--- config.mk ---
export PLATFORM = sky130hd
export DESIGN_NAME = message_link_controller
export DESIGN_NICKNAME = d
export VERILOG_FILES = /design/src/core/link_rx_pkg.sv /design/src/core/sync_fifo.sv /design/src/core/crc8_unit.sv /design/src/core/message_link_controller.sv
export SDC_FILE = /design/constraint.sdc
export NUM_CORES = 1
export LEC_CHECK = 0
export BUFFER_PORTS_ARGS = -buffer_cell sky130_fd_sc_hd__buf_4
export CORE_MARGIN = 8
export CORE_UTILIZATION = 38
export CTS_CLUSTER_SIZE = 30
export DETAILED_ROUTE_END_ITERATION = 7
export PLACE_DENSITY = 0.59
export SLEW_MARGIN = 15
export SYNTH_ARGS = -nofsm -noshare
export SYNTH_HDL_FRONTEND = slang
export SYNTH_SLANG_ARGS = --single-unit
export TNS_END_PERCENT = 30
--- constraint.sdc ---
create_clock -name mclk -period 5.35 [get_ports mclk]
set_clock_uncertainty 0.1 [all_clocks]
set_input_delay 0.2675 -clock mclk [delete_from_list [all_inputs] [get_ports mclk]]
set_output_delay 0.2675 -clock mclk [all_outputs]
set_load 0.02 [all_outputs]
--- src/core/link_rx_pkg.sv ---
// constants, types and the contract of the block-mode receiver and its low-power control
// assumes one 50 MHz clock and a symbol decoder on that same clock ahead of it
// Contract
// receiver accepts block frames, never transmits them
// block frame: normal frame, unbounded byte count
// software sets block bit before frame arrives
// full buffer spills over, success flag raised
// software empties each filled buffer in time
// running crc spans every buffer switch
// good end: success, block bit cleared, interrupt
// overflow: reset pointers, clear bit, wait
// other block errors act like overflow
// block bit clear: block frames ignored
// stop entered on stop, or wait with select
// stop: bus rising edge wakes, raises nmi
// waking frame may be lost while stabilising
// stop mid-frame: first edge wakes at once
// stop and wait put transmitter asleep
// software finishes transmissions before sleeping
// wait entered on wait without select
// wait: good frame captured, wakes by interrupt
// software drives power sense per mode
// status access clears flag unless more waiting
// status write releases the oldest buffer
// after reset filling restarts at buffer zero
package link_rx_pkg;
    // symbol kinds delivered by the decoder
    localparam logic [1:0] K_SOF = 2'h0;
    localparam logic [1:0] K_DATA = 2'h1;
    localparam logic [1:0] K_EOD = 2'h2;
    localparam logic [1:0] K_ERR = 2'h3;
    localparam int KIND_W = 2;
    localparam int BYTE_W = 8;
    localparam int ENTRY_W = BYTE_W + KIND_W + 1;
    localparam int FIFO_DEPTH = 16;
    localparam int BUF_DEPTH = 12;
    // crc over the frame, checked by its residue
    localparam logic [7:0] CRC_INIT = 8'hff;
    localparam logic [7:0] CRC_POLY = 8'h1d;
    localparam logic [7:0] CRC_RESIDUE = 8'hc4;
    // clock restart time after a stop wake-up
    localparam int CLK_MHZ = 50;
    localparam int STAB_TIME_US = 100;
    localparam int STAB_CYCLES = STAB_TIME_US * CLK_MHZ;
    localparam logic BLK_BIT_RST = 1'b0;
    localparam logic SENSE_RST = 1'b0;
    typedef enum logic [1:0] {F_IDLE, F_NORM, F_BLK} frame_state_type;
    typedef enum logic [1:0] {P_RUN, P_WAIT, P_STOP, P_STAB} power_mode_type;
endpackage : link_rx_pkg

--- src/core/sync_fifo.sv ---
// first-in first-out buffer with valid/ready on both sides
// assumes both sides on the same clock
`timescale 1ns/1ps
module sync_fifo #(
    parameter int W = 8,
    parameter int D = 16
) (
    input wire logic mclk, // clock
    input wire logic arst_n, // async reset, low
    input wire logic ce, // clock enable
    input wire logic in_valid, // write request
    output logic in_ready, // room left
    input wire logic [W-1:0] in_data, // write word
    output logic out_valid, // word available
    input wire logic out_ready, // drain accepts
    output logic [W-1:0] out_data // oldest word
);
    localparam int AW = $clog2(D);
    if (D < 2 || (1 << AW) != D || W < 1) begin : g_bad_cfg
        $error("fifo depth must be a power of two");
    end
    logic [W-1:0] mem [D];
    logic [AW-1:0] wr_reg;
    logic [AW-1:0] rd_reg;
    logic [AW:0] cnt_reg;
    logic push;
    logic pop;
    // honest full and empty from the fill count
    assign in_ready = (cnt_reg != (AW+1)'(D));
    assign out_valid = (cnt_reg != '0);
    assign push = in_valid & in_ready & ce;
    assign pop = out_valid & out_ready & ce;
    assign out_data = mem[rd_reg];
    // storage
    always_ff @(posedge mclk) begin
        if (push) begin
            mem[wr_reg] <= in_data;
        end
    end
    // pointers and count
    always_ff @(posedge mclk or negedge arst_n) begin
        if (!arst_n) begin
            wr_reg <= '0;
            rd_reg <= '0;
            cnt_reg <= '0;
        end else begin
            if (push) wr_reg <= wr_reg + 1'b1;
            if (pop) rd_reg <= rd_reg + 1'b1;
            cnt_reg <= cnt_reg + (AW+1)'(push) - (AW+1)'(pop);
        end
    end
endmodule : sync_fifo

--- src/core/crc8_unit.sv ---
// running crc register updated one byte at a time
// assumes clear and update come from logic on the same clock
`timescale 1ns/1ps
module crc8_unit
    import link_rx_pkg::*;
(
    input wire logic mclk, // clock
    input wire logic arst_n, // async reset, low
    input wire logic ce, // clock enable
    input wire logic clr, // restart at frame start
    input wire logic en, // absorb one byte
    input wire logic [7:0] din, // byte in
    output logic [7:0] crc // running value
);
    // msb-first byte step of the polynomial
    function automatic logic [7:0] crc_step(input logic [7:0] c, input logic [7:0] d);
        logic [7:0] r;
        r = c ^ d;
        for (int i = 0; i < 8; i++) begin
            r = r[7] ? ((r << 1) ^ CRC_POLY) : (r << 1);
        end
        return r;
    endfunction : crc_step
    // running crc across the whole frame
    always_ff @(posedge mclk or negedge arst_n) begin
        if (!arst_n) begin
            crc <= CRC_INIT;
        end else if (ce) begin
            if (clr) crc <= CRC_INIT;
            else if (en) crc <= crc_step(crc, din);
        end
    end
endmodule : crc8_unit

--- src/core/message_link_controller.sv ---
// receive buffers, block-mode spill-over and stop/wait control of the link controller
// assumes a symbol decoder on mclk, a raw receive pin and cpu sleep strobes on mclk
`timescale 1ns/1ps
module message_link_controller
    import link_rx_pkg::*;
#(
    parameter int DEPTH = BUF_DEPTH,
    parameter int STAB_CYC = STAB_CYCLES
) (
    input wire logic mclk, // 50 MHz clock
    input wire logic arst_n, // async reset, low
    input wire logic ce, // clock enable
    input wire logic sym_valid, // decoded symbol valid
    output logic sym_ready, // symbol fifo has room
    input wire logic [1:0] sym_kind, // sof, data, eod or error
    input wire logic sym_block, // sof announces a block frame
    input wire logic [7:0] sym_byte, // data byte
    input wire logic rxp, // raw receive pin, high active
    input wire logic cpu_stop, // stop instruction pulse
    input wire logic cpu_wait, // wait instruction pulse
    input wire logic blk_mode_set, // software sets the block bit
    input wire logic wait_stop_select_bit, // wait acts as stop
    input wire logic irq_enable_bit, // receive interrupt enable
    input wire logic rx_status_access, // status read or write pulse
    input wire logic [$clog2(DEPTH)-1:0] rd_index, // byte index in oldest buffer
    input wire logic sense_wr, // power sense write strobe
    input wire logic sense_val, // power sense value
    output logic [7:0] rd_data, // buffer byte
    output logic [$clog2(DEPTH+1)-1:0] rx_count, // bytes in oldest buffer
    output logic rx_block_mode_bit, // block reception armed
    output logic rx_success_flag, // message waiting
    output logic rx_overflow, // block overflow pulse
    output logic rx_irq, // receive interrupt request
    output logic wake_nmi, // wake pulse, non-maskable
    output logic tx_sleep, // transmitter analog asleep
    output logic power_sense_out // power sense port
);
    localparam int IW = $clog2(DEPTH);
    localparam int CW = $clog2(DEPTH+1);
    localparam int SW = $clog2(STAB_CYC+1);
    if (DEPTH < 2 || STAB_CYC < 16) begin : g_bad_cfg
        $error("buffer depth or restart time too small");
    end

    logic f_valid;
    logic f_pop;
    logic [ENTRY_W-1:0] f_data;
    logic f_blk;
    logic [1:0] f_kind;
    logic [7:0] f_byte;
    logic [7:0] crc;
    frame_state_type st_reg;
    power_mode_type pmode_reg;
    logic [7:0] mem [2][DEPTH];
    logic [CW-1:0] cnt_reg [2];
    logic [CW-1:0] wptr_reg;
    logic [1:0] full_reg;
    logic wbuf_reg;
    logic head_reg;
    logic [SW-1:0] stab_reg;
    logic rxp_s1_reg;
    logic rxp_s2_reg;
    logic rxp_s3_reg;
    logic rx_rise;
    logic drain_ok;
    logic discard;
    logic pop_ok;
    logic is_sof;
    logic is_data;
    logic is_eod;
    logic is_err;
    logic buf_end;
    logic crc_ok;
    logic other_full;
    logic blk_spill;
    logic blk_over;
    logic blk_abort;
    logic blk_done;
    logic norm_done;
    logic fill_evt;
    logic release_evt;
    logic wr_en;
    logic wr_buf;
    logic [IW-1:0] wr_idx;

    // symbol fifo; drain stalls while the clocks are stopped
    sync_fifo #(.W(ENTRY_W), .D(FIFO_DEPTH)) u_fifo (
        .mclk(mclk),
        .arst_n(arst_n),
        .ce(ce),
        .in_valid(sym_valid),
        .in_ready(sym_ready),
        .in_data({sym_block, sym_kind, sym_byte}),
        .out_valid(f_valid),
        .out_ready(drain_ok),
        .out_data(f_data)
    );
    assign {f_blk, f_kind, f_byte} = f_data;

    // running crc, cleared only at frame start so buffer switches keep it
    crc8_unit u_crc (
        .mclk(mclk),
        .arst_n(arst_n),
        .ce(ce),
        .clr(pop_ok & is_sof),
        .en(pop_ok & is_data & (st_reg != F_IDLE)),
        .din(f_byte),
        .crc(crc)
    );

    // receive pin synchroniser and passive-to-active edge
    always_ff @(posedge mclk or negedge arst_n) begin
        if (!arst_n) begin
            rxp_s1_reg <= 1'b0;
            rxp_s2_reg <= 1'b0;
            rxp_s3_reg <= 1'b0;
        end else if (ce) begin
            rxp_s1_reg <= rxp;
            rxp_s2_reg <= rxp_s1_reg;
            rxp_s3_reg <= rxp_s2_reg;
        end
    end
    assign rx_rise = rxp_s2_reg & ~rxp_s3_reg;

    // symbol decode and frame events
    assign drain_ok = (pmode_reg != P_STOP);
    assign discard = (pmode_reg == P_STAB);
    assign f_pop = f_valid & drain_ok & ce;
    assign pop_ok = f_pop & ~discard;
    assign is_sof = (f_kind == K_SOF);
    assign is_data = (f_kind == K_DATA);
    assign is_eod = (f_kind == K_EOD);
    assign is_err = (f_kind == K_ERR);
    assign buf_end = (wptr_reg == CW'(DEPTH));
    assign crc_ok = (crc == CRC_RESIDUE);
    assign other_full = full_reg[~wbuf_reg];
    assign blk_spill = pop_ok & is_data & (st_reg == F_BLK) & buf_end;
    assign blk_over = blk_spill & other_full;
    assign blk_abort = blk_over | (pop_ok & (st_reg == F_BLK)
                       & (is_err | is_sof | (is_eod & ~crc_ok)));
    assign blk_done = pop_ok & (st_reg == F_BLK) & is_eod & crc_ok;
    assign norm_done = pop_ok & (st_reg == F_NORM) & is_eod & crc_ok
                       & (wptr_reg != '0);
    assign fill_evt = norm_done | blk_done | (blk_spill & ~other_full);
    assign release_evt = rx_status_access & ce;

    // buffer write port; a spilled byte lands at the bottom of the other buffer
    assign wr_en = pop_ok & is_data & ~blk_over
                   & (((st_reg == F_NORM) & ~buf_end) | (st_reg == F_BLK));
    assign wr_buf = blk_spill ? ~wbuf_reg : wbuf_reg;
    assign wr_idx = blk_spill ? '0 : wptr_reg[IW-1:0];

    // receive buffer storage and read port
    always_ff @(posedge mclk) begin
        if (wr_en) begin
            mem[wr_buf][wr_idx] <= f_byte;
        end
    end
    always_ff @(posedge mclk or negedge arst_n) begin
        if (!arst_n) begin
            rd_data <= 8'h00;
        end else if (ce) begin
            rd_data <= mem[head_reg][rd_index];
        end
    end

    // frame state; block frames enter only with the block bit armed
    always_ff @(posedge mclk or negedge arst_n) begin
        if (!arst_n) begin
            st_reg <= F_IDLE;
        end else if (ce) begin
            if (discard || pmode_reg == P_STOP) begin
                st_reg <= F_IDLE;
            end else if (pop_ok) begin
                unique case (f_kind)
                    K_SOF: begin
                        if (st_reg == F_BLK) st_reg <= F_IDLE;
                        else if (f_blk) st_reg <= (rx_block_mode_bit && !full_reg[wbuf_reg])
                                                  ? F_BLK : F_IDLE;
                        else st_reg <= full_reg[wbuf_reg] ? F_IDLE : F_NORM;
                    end
                    K_DATA: begin
                        if (blk_abort || (st_reg == F_NORM && buf_end)) st_reg <= F_IDLE;
                    end
                    K_EOD, K_ERR: st_reg <= F_IDLE;
                endcase
            end
        end
    end

    // write pointer within the filling buffer
    always_ff @(posedge mclk or negedge arst_n) begin
        if (!arst_n) begin
            wptr_reg <= '0;
        end else if (ce) begin
            if (blk_abort || discard || (pop_ok && is_sof)) wptr_reg <= '0;
            else if (blk_spill) wptr_reg <= CW'(1);
            else if (wr_en) wptr_reg <= wptr_reg + 1'b1;
        end
    end

    // buffer ownership: filled in turn, released oldest first
    always_ff @(posedge mclk or negedge arst_n) begin
        if (!arst_n) begin
            full_reg <= 2'h0;
            wbuf_reg <= 1'b0;
            head_reg <= 1'b0;
            cnt_reg[0] <= '0;
            cnt_reg[1] <= '0;
        end else if (ce) begin
            if (blk_abort) begin
                full_reg <= 2'h0;
                wbuf_reg <= 1'b0;
                head_reg <= 1'b0;
            end else begin
                if (release_evt && full_reg[head_reg]) begin
                    full_reg[head_reg] <= 1'b0;
                    head_reg <= ~head_reg;
                end
                if (fill_evt) begin
                    full_reg[wbuf_reg] <= 1'b1;
                    cnt_reg[wbuf_reg] <= wptr_reg;
                    wbuf_reg <= ~wbuf_reg;
                end
            end
        end
    end
    assign rx_success_flag = |full_reg;
    assign rx_count = cnt_reg[head_reg];
    assign rx_irq = rx_success_flag & irq_enable_bit;

    // block mode bit; software arming wins over a clear in the same cycle
    always_ff @(posedge mclk or negedge arst_n) begin
        if (!arst_n) begin
            rx_block_mode_bit <= BLK_BIT_RST;
        end else if (ce) begin
            if (blk_mode_set) rx_block_mode_bit <= 1'b1;
            else if (blk_done || blk_abort) rx_block_mode_bit <= 1'b0;
        end
    end

    // overflow pulse
    always_ff @(posedge mclk or negedge arst_n) begin
        if (!arst_n) begin
            rx_overflow <= 1'b0;
        end else if (ce) begin
            rx_overflow <= blk_over;
        end
    end

    // power mode: run, wait, stop and clock restart
    always_ff @(posedge mclk or negedge arst_n) begin
        if (!arst_n) begin
            pmode_reg <= P_RUN;
        end else if (ce) begin
            unique case (pmode_reg)
                P_RUN: begin
                    if (cpu_stop || (cpu_wait && wait_stop_select_bit)) pmode_reg <= P_STOP;
                    else if (cpu_wait) pmode_reg <= P_WAIT;
                end
                P_WAIT: if (fill_evt && irq_enable_bit) pmode_reg <= P_RUN;
                P_STOP: if (rx_rise) pmode_reg <= P_STAB;
                P_STAB: if (stab_reg == SW'(STAB_CYC - 1)) pmode_reg <= P_RUN;
            endcase
        end
    end

    // restart counter and wake pulse
    always_ff @(posedge mclk or negedge arst_n) begin
        if (!arst_n) begin
            stab_reg <= '0;
            wake_nmi <= 1'b0;
        end else if (ce) begin
            stab_reg <= (pmode_reg == P_STAB) ? stab_reg + 1'b1 : '0;
            wake_nmi <= (pmode_reg == P_STOP) & rx_rise;
        end
    end
    assign tx_sleep = (pmode_reg != P_RUN);

    // power sense port written by software
    always_ff @(posedge mclk or negedge arst_n) begin
        if (!arst_n) begin
            power_sense_out <= SENSE_RST;
        end else if (ce && sense_wr) begin
            power_sense_out <= sense_val;
        end
    end
endmodule : message_link_controller

Word-level counts from Yosys, hierarchy flattened
Memories as Yosys holds them, arrays and structs flattened.
Index checks and enable logic that the tools add are counted.
{ "totals": {"ff_bits": 69, "latch_bits": 0, "ramBits": 368, "rom_bits": 0, "in_bits": 28, "word_cells": 223, "n_memories": 2} }
{ "classes": {"addsub": 6, "multipliers": 0, "n_div": 0, "order_cmp": 11, "n_eq_ne": 18, "shifts": 0, "n_mux": 66, "bitwise_logic": 59, "n_reduce_logical": 40} }
{ "mem_list": {"columns": ["name", "depth", "width", "rd", "rd_ports_with_merged_regs", "write_ports", "line", "source"], "rows": [
  ["mem", 2, 96, 1, 0, 1, "message_link_controller.sv:54", "logic [7:0] mem [2][DEPTH];"],
  ["u_fifo.mem", 16, 11, 1, 0, 1, "sync_fifo.sv:22", "logic [W-1:0] mem [D];"]
]} }
{ "ops": {"columns": ["op", "count"], "rows": [
  ["two-way mux 96 bit", 1],
  ["two-way mux 5 bit", 8],
  ["two-way mux 8 bit", 5],
  ["binary-select mux 8 bit (select 4 bit)", 1],
  ["demux 8 bit (select 4 bit)", 1],
  ["two-way mux 2 bit", 16],
  ["two-way mux 4 bit", 8],
  ["NOT 4 bit", 8],
  ["AND 1 bit", 28],
  ["two-way mux 1 bit", 19],
  ["nonzero test 2 bit", 7],
  ["adder 13 x 1 -> 13 bit (second input constant)", 1],
  ["equality test 13 bit (second input constant)", 1],
  ["two-way mux 13 bit", 1],
  ["adder 4 x 1 -> 4 bit (second input constant)", 3],
  ["logical AND 1 bit", 11],
  ["equality test 2 bit (second input constant)", 5],
  [">= comparator 5 bit (second input constant)", 2],
  ["NOT 4 -> 5 bit", 2],
  ["AND reduction 2 bit", 5],
  ["NOT 1 bit", 9],
  ["bitwise mux 8 bit", 1],
  ["equality test 8 bit (second input constant)", 1],
  ["case mux 2 bit (4 select lines)", 1],
  ["other kinds (32)", 55]
]} }

Longest topological paths before layout
Gate-level depths: netlist of the first run.
An unclocked memory read counts as a cell.
{ "logic_depth": {"word_depth": 20, "ltp_mapped": 16} }

Cells and area by module
From an unflattened synthesis of the first run, not the netlist that was laid out.
{ "hier_totals": {"hier_cells": 1029, "area_unflattened_um2": 18261.3} }
{ "by_module_without_submodules": {"columns": ["mod", "n_inst", "cells_per_inst", "area_each_um2", "seq_area_each_um2"], "rows": [
  ["message_link_controller", 1, 615, 10178.5, 6966.7],
  ["sync_fifo", 1, 359, 7444.6, 5610.4],
  ["crc8_unit", 1, 55, 638.1, 210.2]
]} }

Worst setup path before layout of the first run
No wires, ideal clock.
{ "synth_timing": {"path_type": "register to register", "startpoint": "register u_fifo.rd_reg[0]", "endpoint": "register cnt_reg[7] in the netlist's numbering", "arrival_time_ns": 4.152, "t_required_ns": 5.125, "slack_ns": 0.973, "stages_incl_launch_ff": 14, "path_buffers": 4, "period_less_slack_ns": 4.377, "cell_sequence": "dfrtp_1 buf_6 buf_8 buf_6 buf_1 mux4_2 mux4_2 inv_1 ha_1 nand2_1 nor3_1 nor2b_1 o211ai_1 mux2_2"} }
{ "synth_between": {"elab_chain_len": 9, "elab_cells_between_ends": 24} }
{ "synth_lines": {"columns": ["element", "line", "source"], "rows": [
  ["start: declaration", "sync_fifo.sv:24", "logic [AW-1:0] rd_reg;"],
  ["start signal: assignment", "sync_fifo.sv:48", "if (pop) rd_reg <= rd_reg + 1'b1;"],
  ["memory (16 x 11 bit) *", null, null],
  ["equality test 2 x 1 -> 1 bit", "message_link_controller.sv:131", "assign is_data = (f_kind == K_DATA);"],
  ["AND 1 bit (3 in a row)", "message_link_controller.sv:137", "assign blk_spill = pop_ok & is_data & (st_reg == F_BLK) & buf_end;"],
  ["AND 1 bit", "message_link_controller.sv:138", "assign blk_over = blk_spill & other_full;"],
  ["bitwise OR 1 bit", "message_link_controller.sv:139", "assign blk_abort = blk_over | (pop_ok & (st_reg == F_BLK)"],
  ["NOT 1 bit (no line)", null, null],
  ["AND reduction 3 bit (no line) *", null, null],
  ["end signal: indexed assignment", "message_link_controller.sv:222", "cnt_reg[wbuf_reg] <= wptr_reg;"],
  ["end: declaration", "message_link_controller.sv:55", "logic [CW-1:0] cnt_reg [2];"]
]} }
Mark *: on every way between the ends. The rest lies on a longest branch, timed or not.
A chain may end at the register's enable or synchronous reset.

Final worst setup path of the first run
{ "layout_timing": {"startpoint": "register u_fifo.rd_reg[0]", "endpoint": "register cnt_reg[3] in the netlist's numbering"} }
The elaborated chain is that of the path after synthesis.

==> summary by stage, run 1 <==
Finish
The number of flip-flops under the largest register name is 192. The number of antenna repair diodes is 0. The net count reported at finish is roughly 1100. The ratio of cells with drive above 1 in the final layout is between 20 and 30%. The top cell types in the final layout, fill and taps aside, are edfxtp_1 (368), mux4_2 (97), nor2_1 (74). The number of standard cells in the final layout excluding fillers is 1697. The area growth from synthesis to layout is 14.42%. Leaving out fill and tap cells, the most frequent cell in the layout is edfxtp_1.

Synthesis
The Yosys warning count is 0. The post-synthesis area per instance is between 15 and 20 µm². In this run the cell area of the synthesized design comes to ~18000 µm². The gate count of the mapped netlist is just under 1000. The most used flip-flop cell after synthesis is edfxtp_1. The synthesized net count is roughly 1000.

The share of the Yosys chip area taken by registers is 71.03%. After synthesis, the share of flip-flops with an asynchronous set or reset is 15.79%. The number of distinct standard cells referenced by the synthesized netlist is between 50 and 60.

Counting flops and latches in the post-synthesis netlist gives 437. The number of synthesized flops with an enable pin is 368.

CTS
Once the clock tree was built, the setup fixing pass inserted 0 buffers. The clock transition at the registers of the reported paths is about 0.060 ns. Clock tree synthesis found a total of 437 sinks. In this run the deepest clock path goes through 3 buffers. The clock tree root driver cell is clkbuf_16. TritonCTS built the clock tree. The clock latency on the worst-skew pair is 0.54 ns. The number of clock buffers inserted by TritonCTS is 44. The H-tree generated during clock tree synthesis spans 2 levels.

Run status
The run finished with clean final reports.

Critical path
The start point of the critical path is u_fifo.rd_reg[0]. The critical-path cell with the highest stage delay is buf_4. STA classifies the critical path endpoint as a register. In this design, the stage delay of the slowest critical-path cell is 0.59 ns. Walking the worst path, the cells encountered are buf_4 -> mux4_2 -> mux4_2 -> ha_1 -> nand2_1 -> nor3_1 -> nor2b_1 -> a21oi_1 -> nor3_1 -> mux2_2. The critical path start-end classification is reg -> reg. STA classifies the critical path startpoint as a register. For the worst setup path, the data required time is 5.68 ns.

In this run the worst path has a maximum fanout of 33. The signal arrival time at the worst endpoint is 4.50 ns. The worst register-to-register path begins at u_fifo.rd_reg[0].

Global routing
Global routing finished with a remaining overflow of 0. The first global-routing pass estimated 56750 µm of wire. The overall fraction of global-route tracks in use is 13.76%. Entering global routing, the biggest net connects 70 pins.

The via count of the first global-routing pass is between 9000 and 10000. The initial antenna violation count was 0.

Placed design
The worst slack at placement is 1.100 ns. Summed over all nets, the half-perimeter wirelength after detailed placement is 23070 µm. Counting tap cells, the placed design contains a total of approximately 1600 instances. The number of port buffers is 47. The last weighted congestion value of the routability-driven placer is approximately 0.75.

Power and ir drop
The share of power burned in the clock network is approximately 28%. The combinational share of power is 27.8%. Registers are responsible for 44.2% of the overall power. The fraction of power spent switching nets is just over 30%.

The analysis attributes to cell leakage a power of 6.947 nW. IR analysis of the VDD net gives a maximum drop of about 0.00037 V. The design internal power is 0.007210 W. The net switching component of the power is 0.003130 W.

The power per cell area is 502.0 nW/µm².

STA
The total setup violations reported at the end of the flow is 0. The hold violation total from the final report came to 0. The smallest hold slack is roughly 0.040 ns. Dividing the final minimum period by the clock period gives approximately 80%.

The final critical path time including I/O delays and setup is 4.170 ns. Setup slack on the critical path of the routed design comes to 1.180 ns. The final number of max-transition violations is 0. The pin slew with the least headroom to its limit is 0.9488 ns. The remaining max-slew budget at the tightest pin is 36.68%.

The highest clock frequency the design can meet is 0.2398 GHz. The setup TNS is 0 ns. Setup repair after global routing left no endpoint under its margin.

Die
The die span in y is 233.7 µm. The die is 233.7 µm wide. The floorplan row count is 79.

In this run the standard cell core region covers 46650 µm². The starting density of the core is 38.59%. The die covers 54590 µm². The total I/O pin count is 48.

Route
The remaining antenna violation count after routing is 0. The total DRC errors in the routed layout is 0. The count of vias placed by the detailed router is 8901.

The initial DRC count is 557. The detailed-route wire length is 37310 µm. The via density per instance is 5.245. The pre-antenna-repair detailed-routing pass consisted of 4 iterations. Dividing the detail-routed wire length by the instance count gives 21.99 µm.

Job
The number of max-cap violations is 0.

Worst hold path
The class of the most critical hold timing path is in -> reg. The origin of the worst min-delay path is cpu_stop.
-- stage by stage --
stage               total power [W]  utilization (%)  area, µm²
finish                      0.01034            44.15      20600
global route                0.01086            44.15      20600
CTS                         0.01047            44.15      20600
detailed placement         0.007550            40.88      19070
global placement           0.007507            40.88      19070
floorplan                  0.006704                -      18000
-- metal layers --
layer,track usage [%],vias up,wire length (µm)
met1,18.99,4644,16660
met2,22.50,181,18440
met3,2.232,51,1509
li1,-,4025,-
met4,3.717,0,711
met5,0,-,0
-- Yosys cell counts, types with 3 or more instances --
library cell    n  area share (%)
mux2_2         25             1.6
o21ai_0        22            0.61
xnor2_2         4            0.36
clkbuf_1       19            0.40
edfxtp_1      368              61
nor3_1         17            0.47
or3_1           5            0.17
nand2b_1        6            0.21
inv_1          25            0.52
a21oi_1        24            0.67
mux2i_1         9            0.50
ha_1           20             1.4
or2_2           4            0.14
and2_1          3            0.10
mux4_1         11             1.6
mux4_2         97              12
nor2_1         80             1.7
buf_2           6            0.17
xor2_1          9            0.44
and3_1          8            0.28
buf_6           4            0.25
nand2_1        36            0.75
nand4_1         7            0.24
dfrtp_1        61             8.5
buf_1           8            0.17
xnor2_1        29             1.4
nand3_1        14            0.39
dfstp_2         8             1.2
a221oi_1        8            0.39
-- cells by family after synthesis --
kind of cell               after synthesis  share of synthesized area [%]
adders and majority gates               21                          1.501
AOI/OAI and AO/OA                       68                          2.280
buffers and inverters                   66                          1.738
DFF                                    437                          71.03
muxes                                  143                          15.88
xor gates and xnor gates                45                          2.648
and+or+nand+nor                        191                          4.921
-- power by group through the flow --
stage | logic, W | clock network [W] | registers [W]
4_1_cts | 0.00294 | 0.00297 | 0.00457
5_1_grt | 0.00316 | 0.00310 | 0.00459
2_1_floorplan | 0.00218 | 0 | 0.00453
3_5_place_dp | 0.00291 | 0 | 0.00464
6_report | 0.00288 | 0.00290 | 0.00457
3_3_place_gp | 0.00287 | 0 | 0.00463
-- worst max-delay path: cells and delay by family, from the launching register on --
kind,cells,cell delay (ns)
muxes,3,1.50
AOI/OAI and AO/OA,1,0.06
adders and majority gates,1,0.23
DFF,1,0.48
buffers and inverters,1,0.59
and+or+nand+nor,4,1.08
-- worst paths after layout --
path / end / slack [ns] / cells after the start
min in group asynchronous: cnt_reg[6] / 0.30 / 2
worst max register to register: cnt_reg[3] / 1.18 / 10
worst min-delay path: pmode_reg[1] / 0.04 / 4
worst max-delay path: cnt_reg[3] / 1.18 / 10
worst min register to register: wake_nmi / 0.38 / 2
max in group asynchronous: head_reg / 4.14 / 2
-- area by class of cell --
class	count	area (µm²)
multi-input cells	468	4947
fillers	4040	26060
clock inverters	16	116.4
clock buffers	61	1226
repair buffers	81	653.1
well taps	607	759.5
inverters	27	101.3
flip-flops and latches	437	12790
-- timing repair --
action,in CTS,in global routing
hold endpoints to repair,244,0
resized for setup,0,0
hold buffers,18,0
(Power assumes the default switching activity.)
==> run 2, diff against run 1 <==
PLACE_DENSITY = 0.61   (was 0.59)
clock period = 3.4 ns   (was 5.35 ns; I/O delays follow)
==> run 2 against run 1 <==
  * Final cell count up 3.5%
  * Setup slack lost 1.0 ns
  * Sequential cell count is the same
  * Die area stayed put
  * Critical path type unchanged
  * Critical endpoint is now u_crc.crc[2]
==> summary by stage, run 2 (synthesis results as in run 1) <==
Route
The initial DRC count was 613 (+10%). The total DRC errors in the routed layout is 0 (unchanged). The detailed-route wire length is 37420 µm (+0.27%). The number of search-and-repair iterations in the first detailed-routing pass is 5 (+1). The via density per instance is 5.155 (-1.7%).

The count of vias placed by the detailed router is 9052 (+1.7%). The remaining antenna violation count after routing is 0 (unchanged). The detail-routed net length per standard cell is 21.31 µm (-3.1%).

CTS
The clock transition at the registers of the reported paths is 0.06 ns (about the same). The deepest clock path buffer count is 3 (unchanged). The number of sinks driven by the clock tree is 437 (unchanged). The clock latency on the worst-skew pair is 0.54 ns (about the same). The H-tree depth is 2 (unchanged).

The clock tree root driver cell is clkbuf_16. The number of clock buffers inserted by TritonCTS is 44 (unchanged). The clock tree from TritonCTS is done.

Finish
The net count reported at finish came to 1165 (+5.1%). The ratio of cells with drive above 1 in the final layout came to 31.97% (+6.4 points). In the layout the commonest cells are edfxtp_1 (368), buf_4 (111), mux4_2 (97).

The number of filler instances in the final layout is 3991 (-1.2%). Leaving out fill and tap cells, the most frequent cell in the layout is edfxtp_1. The number of standard cells in the final layout excluding fillers is 1756 (+3.5%). The number of flip-flops under the largest register name came to 192 (unchanged). The post-synthesis to final-layout area growth is 18.35%.

The final core area utilization is 45.67% (+1.5 points).

Global routing
The largest net degree at the start of global routing is 70 (unchanged). The initial antenna violation count came to 1 (+1). The residual overflow from global routing came to 0 (unchanged). The overall fraction of global-route tracks in use is 13.84% (+0.082 points).

The first-pass GRT wire length is 57640 µm (+1.6%). The via count of the first global-routing pass was 9450 (+3.4%).

Critical path
The critical path is of the reg -> reg type. The worst-path maximum fanout came to 32 (-3.0%). The start point of the critical path is u_fifo.rd_reg[0]. The data required time at the worst endpoint came to 3.77 ns (-1.91 ns). The worst setup path is captured at a register.

The worst register-to-register path begins at u_fifo.rd_reg[0]. The worst setup path is launched from a register. The signal arrival time at the worst endpoint came to 3.59 ns (-0.91 ns).

Placed design
The placed wire-length estimate after detailed placement was 24420 µm (+5.9%). The last weighted congestion value of the routability-driven placer is 0.7673 (+1.6%). The number of placed cells counting well taps is 1655 (+3.3%).

The number of port buffers is 47 (unchanged).

Die
The total core area is 46650 µm² (unchanged). The area enclosed by the die boundary is 54590 µm² (unchanged). The starting density of the core is 38.59% (unchanged). The floorplan row count is 79 (unchanged). The die span in y is 233.7 µm (unchanged).

The total I/O pin count was 48 (unchanged). The width of the die came to 233.7 µm (unchanged).

STA
The period utilization came to 94.76% (+17 points). Setup repair after global routing left no endpoint under its margin. The remaining max-slew budget at the tightest pin was 38.80% (+2.1 points). The final number of max-transition violations was 0 (unchanged).

The hold violation total from the final report was 0 (unchanged). The total setup violations reported at the end of the flow is 0 (unchanged). The highest clock frequency the design can meet is 0.3104 GHz (+29%). The pin slew with the least headroom to its limit is 0.9180 ns (-0.03080 ns). The final critical path time including I/O delays and setup is 3.222 ns (-0.9485 ns).

Run status
The flow ran to the end, and the final reports show no timing, DRC or antenna violations.

Power and ir drop
The leakage power summed over all cells is 7.323 nW (+5.4%). The worst voltage drop across the vdd grid is 0.0004841 V (+32%). The power per cell area came to 785.8 nW/µm² (+57%).

Worst hold path
The min-delay analysis places its worst path in the category in -> reg. The startpoint identified for the worst hold timing path is sym_valid.

Job
The number of max-cap violations was 0 (unchanged).
[run 2: cell types whose count changed in the layout (fill, tap and decap cells not counted), sizes merged]
cell,before,now
inv,28,27
dlygate4sd3,18,22
buf,63,116
clkinv,13,20
clkbuf,61,52
diode,0,1
bufinv,1,5
[run 2: metal layers]
| layer | GRT usage, % | wire [µm] |
|---|---|---|
| met5 | 0 | 0 |
| met4 | 3.579 | 732 |
| met3 | 2.111 | 1408 |
| met2 | 23.65 | 18820 |
| met1 | 18.38 | 16460 |
[run 2: path summary, 6_finish.rpt]
kind | to | slack [ns] | cells after the start
max in group asynchronous | u_fifo.rd_reg[0] | 2.29 | 2
setup reg to reg | u_crc.crc[2] | 0.18 | 7
min in group asynchronous | stab_reg[11] | 0.20 | 2
hold reg to reg | cnt_reg[5] | 0.37 | 2
setup / recovery | u_crc.crc[2] | 0.18 | 7
hold / removal | u_fifo.wr_reg[0] | 0.13 | 3
[run 2: layout make-up]
cell class	count	area, µm²	area share (%)
inverters	27	101.3	0.4757
clock buffers	52	1141	5.356
well taps	607	759.5	3.565
clock inverters	26	265.3	1.245
multi-input cells	468	5086	23.87
repair buffers	138	1154	5.415
diodes	1	2.502	0.01175
flip-flops and latches	437	12800	60.06
[run 2: where the power goes]
| group | total, W | internal (W) | switching (W) |
|---|---|---|---|
| clock network | 0.00472 | 0.00278 | 0.00194 |
| registers | 0.00721 | 0.00686 | 0.000354 |
| logic | 0.00481 | 0.00217 | 0.00264 |
[run 2: through the flow]
| stage | hold WS, ns | instance area (µm²) | worst slack, ns | setup TNS, ns | total power, W |
|---|---|---|---|---|---|
| finish | 0.1290 | 21310 | 0.1781 | 0 | 0.01674 |
| global route | 0.1371 | 21300 | 0.005979 | 0 | 0.01752 |
| CTS | 0.1015 | 21280 | -0.02944 | -0.3444 | 0.01692 |
| detailed placement | 0.2733 | 19650 | -0.07988 | -3.226 | 0.01216 |
| global placement | 0.2632 | 19650 | 0.008409 | 0 | 0.01207 |
| floorplan | -0.2256 | 18180 | -0.1584 | -22.02 | 0.01067 |
[run 2: worst max-delay path, stage by stage, from the launching register on]
cell and delay (ns):
dfrtp_4 0.54, buf_12 0.29, mux4_1 0.62, mux4_2 0.56
xnor2_4 0.17, xor3_1 0.45, nand3_1 0.09, or3b_1 0.34
[run 2: timing repair]
item,in CTS,in global routing
endpoints found under the setup margin,72,190
hold buffers,22,0
pin swaps,0,0
hold endpoints to repair,250,0
setup buffers,0,0
resized for setup,2,4
